**src/logic/mdw_pkg.sv**
```systemverilog
`default_nettype none
package mdw_pkg;
   localparam int NUM_CH = 40;
   localparam logic [5:0] LAST_CH = 6'h27;
   localparam logic [5:0] FIRST_CH = 6'h00;
   localparam logic [4:0] ADDR_FIXED = 5'h15;
   localparam logic [7:0] BURST_PTR = 8'hFF;
   localparam int DATA_W = 12;
   localparam int ADDR_W = 6;
   localparam int NUM_DEST = 4;
   localparam logic [3:0] LAST_BIT = 4'h7;
   localparam logic [3:0] ACK_BIT = 4'h8;
   localparam logic [DATA_W-1:0] WORD_RST = 12'h000;
   // serial state machine
   typedef enum logic [5:0] {
      ST_IDLE = 6'h01,
      ST_ADDR = 6'h02,
      ST_PTR  = 6'h04,
      ST_MSB  = 6'h08,
      ST_LSB  = 6'h10,
      ST_SKIP = 6'h20
   } mdw_state_t;
endpackage
`default_nettype wire

```
**src/logic/mdw_wr_if.sv**
```systemverilog
`default_nettype none
// channel write request shared by both write paths
interface mdw_wr_if;
   logic valid;
   logic [5:0] chan;
   logic [1:0] dest;
   logic [11:0] word;
   modport src (output valid, output chan, output dest, output word);
   modport dst (input valid, input chan, input dest, input word);
endinterface
`default_nettype wire

```
**src/logic/mdw_chan_regs.sv**
```systemverilog
`default_nettype none
module mdw_chan_regs
   import mdw_pkg::*;
(
   input wire logic clk_i,
   input wire logic sys_rst_i,
   mdw_wr_if.dst wr,
   input wire logic [5:0] rd_chan_i,
   input wire logic [1:0] rd_dest_i,
   output logic [11:0] rd_word_o
);
   logic [DATA_W-1:0] mem_q [NUM_CH*NUM_DEST];

   function automatic int idx(input logic [5:0] c, input logic [1:0] d);
      return int'(c) * NUM_DEST + int'(d);
   endfunction

   ////////////////////////////////////////////////////////////////////
   // storage; out of range channels are dropped
   always_ff @(posedge clk_i)
   begin
      if (sys_rst_i)
      begin
         for (int i = 0; i < NUM_CH*NUM_DEST; i++)
            mem_q[i] <= WORD_RST;
      end
      else if (wr.valid && wr.chan <= LAST_CH)
         mem_q[idx(wr.chan, wr.dest)] <= wr.word;
   end

   // readback register for observation
   always_ff @(posedge clk_i)
   begin
      if (sys_rst_i)
         rd_word_o <= WORD_RST;
      else if (rd_chan_i <= LAST_CH)
         rd_word_o <= mem_q[idx(rd_chan_i, rd_dest_i)];
      else
         rd_word_o <= WORD_RST;
   end
endmodule
`default_nettype wire

```
**src/logic/mdw_top.sv**
```systemverilog
`default_nettype none
module mdw_top
   import mdw_pkg::*;
(
   input wire logic clk_i,
   input wire logic sys_rst_i,
   input wire logic interface_select_i,
   input wire logic cs_n_i,
   input wire logic wr_n_i,
   input wire logic [5:0] channel_addr_i,
   input wire logic [11:0] parallel_word_i,
   input wire logic dest_select_lo_i,
   input wire logic dest_select_hi_i,
   input wire logic addr_strap_hi_i,
   input wire logic addr_strap_lo_i,
   input wire logic scl_i,
   input wire logic sda_i,
   output logic sda_o,
   output logic sda_oe_o,
   input wire logic toggle_req_i,
   output logic toggle_ok_o,
   output logic burst_active_o,
   output logic [5:0] burst_chan_o,
   input wire logic [5:0] rd_chan_i,
   input wire logic [1:0] rd_dest_i,
   output logic [11:0] rd_word_o
);
   mdw_wr_if wr ();

   logic wr_n_q;
   logic scl_q;
   logic sda_q;
   mdw_state_t st_q;
   logic [3:0] bit_q;
   logic [7:0] sh_q;
   logic burst_q;
   logic [5:0] ptr_q;
   logic [7:0] msb_q;
   logic ack_q;
   logic slot_q;
   logic par_wr;
   logic scl_rise;
   logic scl_fall;
   logic start_c;
   logic stop_c;
   logic [7:0] byte_in;
   logic byte_done;
   logic ser_en;
   logic ser_wr;

   ////////////////////////////////////////////////////////////////////
   // edge history of strobe and two-wire pins
   always_ff @(posedge clk_i)
   begin
      if (sys_rst_i)
      begin
         wr_n_q <= 1'b1;
         scl_q <= 1'b1;
         sda_q <= 1'b1;
      end
      else
      begin
         wr_n_q <= wr_n_i;
         scl_q <= scl_i;
         sda_q <= sda_i;
      end
   end

   assign ser_en = interface_select_i;
   // chip select gating, no write otherwise
   assign par_wr = !ser_en && !cs_n_i && !wr_n_q && wr_n_i;

   assign scl_rise = ser_en && !scl_q && scl_i;
   assign scl_fall = ser_en && scl_q && !scl_i;
   assign start_c = ser_en && scl_q && scl_i && sda_q && !sda_i;
   assign stop_c = ser_en && scl_q && scl_i && !sda_q && sda_i;
   assign byte_in = {sh_q[6:0], sda_i};
   // data sampled on clock edge toward ack slot
   assign byte_done = scl_rise && bit_q == LAST_BIT;

   ////////////////////////////////////////////////////////////////////
   // bit counter and shifter; slot_q marks the ninth clock so the ack
   // only moves while the clock is low and never mimics a start or stop
   always_ff @(posedge clk_i)
   begin
      if (sys_rst_i || start_c || stop_c)
      begin
         bit_q <= 4'h0;
         sh_q <= 8'h00;
         slot_q <= 1'b0;
      end
      else if (scl_rise && bit_q < ACK_BIT)
      begin
         sh_q <= byte_in;
         bit_q <= bit_q + 4'h1;
      end
      else if (scl_fall && bit_q == ACK_BIT && !slot_q)
         slot_q <= 1'b1;
      else if (scl_fall && slot_q)
      begin
         // ack clock over, next byte starts
         slot_q <= 1'b0;
         bit_q <= 4'h0;
      end
   end

   // byte parser
   always_ff @(posedge clk_i)
   begin
      if (sys_rst_i)
      begin
         st_q <= ST_IDLE;
         ack_q <= 1'b0;
         msb_q <= 8'h00;
      end
      else if (!ser_en)
      begin
         st_q <= ST_IDLE;
         ack_q <= 1'b0;
      end
      else if (start_c)
      begin
         st_q <= ST_ADDR;
         ack_q <= 1'b0;
      end
      else if (stop_c)
      begin
         st_q <= ST_IDLE;
         ack_q <= 1'b0;
      end
      else if (scl_fall && slot_q)
         ack_q <= 1'b0;
      else if (byte_done)
      begin
         unique case (st_q)
            ST_ADDR:
            begin
               // slave address match, write bit zero
               if (byte_in == {ADDR_FIXED, addr_strap_hi_i,
                               addr_strap_lo_i, 1'b0})
               begin
                  st_q <= ST_PTR;
                  ack_q <= 1'b1;
               end
               else
                  st_q <= ST_SKIP;
            end
            ST_PTR:
            begin
               st_q <= ST_MSB;
               ack_q <= 1'b1;
            end
            ST_MSB:
            begin
               msb_q <= byte_in;
               st_q <= ST_LSB;
               ack_q <= 1'b1;
            end
            ST_LSB:
            begin
               ack_q <= 1'b1;
               if (burst_q && ptr_q != LAST_CH)
                  st_q <= ST_MSB;
               else
                  st_q <= ST_PTR;
            end
            ST_IDLE, ST_SKIP:
               st_q <= st_q;
         endcase
      end
   end

   // burst mode and channel pointer
   always_ff @(posedge clk_i)
   begin
      if (sys_rst_i || !ser_en || stop_c)
      begin
         burst_q <= 1'b0;
         ptr_q <= FIRST_CH;
      end
      else if (byte_done && st_q == ST_PTR)
      begin
         // 0xFF enters burst, start at channel zero
         burst_q <= byte_in == BURST_PTR;
         ptr_q <= byte_in == BURST_PTR ? FIRST_CH : byte_in[5:0];
      end
      else if (byte_done && st_q == ST_LSB && burst_q)
      begin
         if (ptr_q == LAST_CH)
            burst_q <= 1'b0;
         else
            ptr_q <= ptr_q + 6'h01;
      end
   end

   assign ser_wr = byte_done && st_q == ST_LSB;

   ////////////////////////////////////////////////////////////////////
   // write request mux; serial held off while parallel selected
   always_comb
   begin
      wr.valid = par_wr || ser_wr;
      if (par_wr)
      begin
         // latch address and data, 6-bit channel
         wr.chan = channel_addr_i;
         wr.dest = {dest_select_hi_i, dest_select_lo_i};
         wr.word = parallel_word_i;
      end
      else
      begin
         // select bits from first data byte
         wr.chan = ptr_q;
         wr.dest = msb_q[7:6];
         wr.word = {msb_q[3:0], byte_in};
      end
   end

   mdw_chan_regs u_regs (
      .clk_i(clk_i),
      .sys_rst_i(sys_rst_i),
      .wr(wr),
      .rd_chan_i(rd_chan_i),
      .rd_dest_i(rd_dest_i),
      .rd_word_o(rd_word_o)
   );

   // ack pulls data low; open drain so value is always zero
   assign sda_o = 1'b0;
   // driven only inside the ninth clock slot
   assign sda_oe_o = ack_q && slot_q;
   assign toggle_ok_o = toggle_req_i && !burst_q;
   assign burst_active_o = burst_q;
   assign burst_chan_o = ptr_q;
endmodule
`default_nettype wire

```
**config.mk**
```make
export PLATFORM = sky130hd
export DESIGN_NAME = mdw_top
export DESIGN_NICKNAME = d
export VERILOG_FILES = /design/src/logic/mdw_pkg.sv /design/src/logic/mdw_wr_if.sv /design/src/logic/mdw_chan_regs.sv /design/src/logic/mdw_top.sv
export SDC_FILE = /design/constraint.sdc
export NUM_CORES = 2
export LEC_CHECK = 0
export BUFFER_PORTS_ARGS = -buffer_cell sky130_fd_sc_hd__clkbuf_2
export CORE_ASPECT_RATIO = 1.1
export CORE_MARGIN = 2
export CORE_UTILIZATION = 53
export DETAILED_ROUTE_END_ITERATION = 8
export PLACE_DENSITY_LB_ADDON = 0.08
export SKIP_LAST_GASP = 1
export SYNTH_ARGS = -nofsm -noshare
export SYNTH_HDL_FRONTEND = slang
export SYNTH_HIERARCHICAL = 1
export SYNTH_SLANG_ARGS = --single-unit
```
**constraint.sdc**
```tcl
create_clock -name clk_i -period 7.1 [get_ports clk_i]
set_clock_uncertainty 0.2 [all_clocks]
set_input_delay 0 -clock clk_i [delete_from_list [all_inputs] [get_ports clk_i]]
set_output_delay 0 -clock clk_i [all_outputs]
set_load 0.03 [all_outputs]
```
# After elaboration in Yosys (flattened, before gate mapping)
# Memory sizes are Yosys's and may differ from the RTL's. A register that Yosys moved wholly into a read port is not among the register bits.
# Index checks and enable logic that the tools add are counted.
[op_classes]
n_addsub = 4
multipliers = 0
div = 0
n_lt_le_gt_ge = 3
n_eq_ne = 17
shift = 0
muxes = 32
n_bitwise = 7
reduce_logical = 59
[ops]
columns = ["op", "count"]
rows = [
  ["$mux W6", 6],
  ["$logic_and A1 B1 Y1", 24],
  ["$mux W12", 2],
  ["$pmux W6 S4", 1],
  ["$add A8 B2 Y8", 2],
  ["$mux W4", 4],
  ["$eq A6 B6 Y1 const B", 2],
  ["$le A6 B6 Y1 const B", 2],
  ["$mux W1", 12],
  ["$reduce_or A12 Y1", 1],
  ["$mux W2", 5],
  ["$reduce_bool A2 Y1", 5],
  ["$logic_not A1 Y1", 9],
  ["$reduce_and A3 Y1", 3],
  ["$eq A8 B8 Y1", 1],
  ["$eq A8 B8 Y1 const B", 1],
  ["$mux W8", 1],
  ["$reduce_and A2 Y1", 4],
  ["$not A1 Y1", 7],
  ["$add A6 B1 Y6 const B", 1],
  ["$eq A6 B1 Y1 const B", 1],
  ["$eq A6 B2 Y1 const B", 1],
  ["$eq A6 B3 Y1 const B", 1],
  ["$eq A6 B4 Y1 const B", 1],
  ["16 further kinds", 25],
]
[word_totals]
regBits = 37
latch_bits = 0
mem_bits_rw = 1920
mem_bits_ro = 0
input_bits = 38
output_inout_bits = 22
mem_count = 1
[mem_list]
columns = ["memory", "depth", "width", "read_ports", "rd_ports_with_merged_regs", "wr", "line", "rtl"]
rows = [
  ["u_regs.mem_q", 160, 12, 1, 1, 160, "mdw_chan_regs.sv:12", "logic [DATA_W-1:0] mem_q [NUM_CH*NUM_DEST];"],
]

# Logic depth before layout (Yosys ltp)
[logic_depth]
ltp_word = 12
mapped_depth = 13
depth_no_buf = 9

# Hierarchy
# Netlist, hierarchy kept.
[modules_own_cells]
columns = ["mod", "n_inst", "cells_per_inst", "area_per_inst_um2"]
rows = [
  ["mdw_chan_regs", 1, 6503, 107679.5],
  ["mdw_top", 1, 235, 2042.0],
]

# Worst setup path after synthesis
# Ideal clock, no wire load.
[synth_path]
kind = "register to register"
startpoint = "register wr_n_q"
endpoint = "memory u_regs.mem_q[107][0], enable pin"
t_arrival_ps = 2731
t_required_ps = 6579
slack_ps = 3848
stages_incl_launch_ff = 10
n_path_buf = 1
period_less_slack_ps = 3252
cell_sequence = "dfxtp_1 nor4b_2 buf_2 mux2_2 o21ai_0 nand3b_1 nor3_1 nand3_1 nor2_1 or2_2"
[synth_rtl]
columns = ["element", "line", "rtl"]
rows = [
  ["start: declaration", "mdw_top.sv:30", "logic wr_n_q;"],
  ["start signal: assignment", "mdw_top.sv:63", "wr_n_q <= wr_n_i;"],
  ["end: declaration", "mdw_chan_regs.sv:12", ""],
]

==> reports/metrics.csv <==
metric,value,unit
worstPathMaxFanout,24,
cts-buffers-inserted,276,
yosysSeqAreaShare,0.670,
crit_chain,"nor4b_4, buf_4, mux2_2, o21ai_0, nand3b_1, nor3_1, nand3_2, nor2_1, or2_2",
post-route-util,0.597,
critPathLaunchType,register,
initial_core_util,0.532,
r2r_cells,9,
setup_tns,0,ns
met3_usage,0.0497,
startpoint,wr_n_q,
synth_compound_area_frac,0.0171,
hold_class,primary input to register,
syn2layout_area_growth,12.2,%
cts_tree,built,
dieArea,0.211,sq mm
grt-busiest-layer,met2,
syn_inst,6738,
wire_per_inst,29.8,microns
slowest_delay,0.84,ns
synth_area,0.110,sq mm
chipHeight,481,microns
synth_top_family_by_area,multiplexers,
post_cts_buffers,0,
grt_first_pass_wirelength,432,mm
fin_crit_sh,0.703,
worst_slack,2.11,ns
grtUsageMet1,0.405,
ys_types,77,
drcViolationCount,0,
end_kind,register,
dp_hpwl,186,mm
slew_headroom,0.0914,
synth-edff-count,2416,
synth.mux.area_fraction,0.149,
grt_overflow,0,
rsz0062_at_grt,false,
die_w,438,microns
finalPower,32200,uW
track_usage,0.289,
rr_startpoint,wr_n_q,
drv_cap,0,
synth_common_cells,"edfxtp_1 (2416), and2_1 (1927), mux4_2 (656)",
syn_avg_cell_area,16.3,sq um
whs,0.0838,ns
drive_gt1_frac,0.198,
maxSlewViolCount,0,
worstPathRequired,7.47,ns
clk_pin_slew,0.06,ns
critPathCapture,u_regs/mem_q[63][6],
nets,7176,
via_per_inst,5.92,
setup_violations,0,
synth_seq_cells,2463,
arrival,5.36,ns
r2r_slack,2.11,ns
synth_xor_area_frac,0.000479,
r2r-end,u_regs/mem_q[63][6],
max_freq,0.200,GHz
finalCriticalPeriod,4.99,ns
yosys_warnings,6,
pin_count,60,
grt_use_met2,0.457,
cts_root_buf,clkbuf_16,
tightest_slew,1.36,ns
synth.area.top_cells,"edfxtp_1 (66%), mux4_2 (13%), and2_1 (11%)",
powerDensity,261,mW/mm^2
grt_pass1_vias,59808,
routed_wl,300,mm
hold_violations,0,
ir_drop,0.000209,V
dp_slack,2.25,ns
cts.htree.levels,5,
antenna_found_initial,16,
grt_max_degree,172,
leakage,0.0450,uW
yosys.area_share.simple,0.139,
synth_area_leader_cell,edfxtp_1,
core-area,0.206,sq mm
antenna_left,0,
clock_sinks,2463,
yosys.area_share.adder,0.000342,
synth_top_area_frac,0.661,
path_class,register to register,
clk_path_buf_depth,4,
async_flop_share,0,
clkLatencyLatePin,0.93,ns
status,finished clean,
yosysMostFrequentCell,edfxtp_1,
place.gp.congestion,0.892,
vias,59568,
nFillCells,15525,
rows,175,
min_path_cells,7,
cp_slowest_cell,nor2_1,
drt_iter0_markers,7107,
portBuffers,58,
ys.flop_type,edfxtp_1,
drt_first_pass_iters,6,
layer usage:
metal	part of all wire	vias up
met3	0.079	506
met1	0.41	31033
li1	-	25393
met5	0.000087	-
met2	0.47	2632
met4	0.041	4
how the worst min path moves through the flow:
stage          slack (ns)               from                   end
6_report             0.08  channel_addr_i[3]  u_regs/mem_q[122][1]
5_1_grt              0.11  channel_addr_i[3]  u_regs/mem_q[122][5]
4_1_cts              0.02  channel_addr_i[3]  u_regs/mem_q[122][1]
3_5_place_dp         0.02             wr_n_i                wr_n_q
3_3_place_gp         0.01             wr_n_i                wr_n_q
2_1_floorplan       -0.09              scl_i                 scl_q
registers in the layout, summed over array words and instances, names as in the netlist:
signal and count:
u_regs/mem_q 2416, u_regs/rd_word_o 12, sh_q 7, burst_chan_o 6
msb_q 6, st_q 6, bit_q 4, ack_q 1
burst_active_o 1, scl_q 1, sda_q 1, slot_q 1
wr_n_q 1
logic make-up (layout without fill, tap and decap cells):
family | after synthesis | in the layout
AND/OR/NAND/NOR | 2568 | 2568
flip-flops | 2463 | 2463
multiplexers | 806 | 806
buffers and inverters | 619 | 706
AO/OA/AOI/OAI | 271 | 271
XOR/XNOR | 6 | 6
adder cells (fa/ha/maj) | 3 | 3
other | 2 | 501
report_power, final:
group	switching, uW	internal [uW]
clock network	5610	8120
logic	1180	705
registers	173	16400
total	6970	25200
area by class of cell:
type / count / area, sq um / share of cell area
repair buffers: 233 / 1960 / 0.0159
clock buffers: 339 / 7310 / 0.0594
multi-input cells: 4151 / 35700 / 0.290
inverters: 10 / 37.5 / 0.000305
flip-flops and latches: 2463 / 73500 / 0.597
diodes: 4 / 10.0 / 0.0000813
well taps: 2743 / 3430 / 0.0279
clock inverters: 124 / 1210 / 0.00982
per-stage QoR:
stage / cells / area [sq um]
global route: 10065 / 123000
floorplan: 7233 / 112000
CTS: 10063 / 123000
finish: 10067 / 123000
global placement: 9553 / 114000
detailed placement: 9554 / 114000
cell usage in the layout (no fill, tap or decap), types with 25 or more instances in the layout:
cell type         n
nand3_1          37
mux4_2          656
clkbuf_16       283
a21oi_1          62
clkbuf_2         52
buf_4           114
and2_1         1927
clkinv_1         39
clkbuf_1         54
dfxtp_1          47
nand2_1         102
or2_2           164
edfxtp_1       2416
o21ai_0          37
nor2_1          224
a22oi_1          51
conb_1          497
mux2i_1         114
mux2_2           25
nor2b_1          25
clkinv_2         44
dlygate4sd3_1    46
worst max-delay path: cells and delay by family, from the launching register on:
| kind | cells | cell delay [ns] |
|---|---|---|
| simple gates | 6 | 3.00 |
| flops | 1 | 0.33 |
| mux | 1 | 0.44 |
| buf+inv | 1 | 0.44 |
| compound gates | 1 | 0.18 |
repair_timing:
action,4_1_cts,5_1_grt
hold buffers,46,0
gates resized for setup,0,0
hold endpoints to repair,1224,0
(Power assumes the default switching activity.)
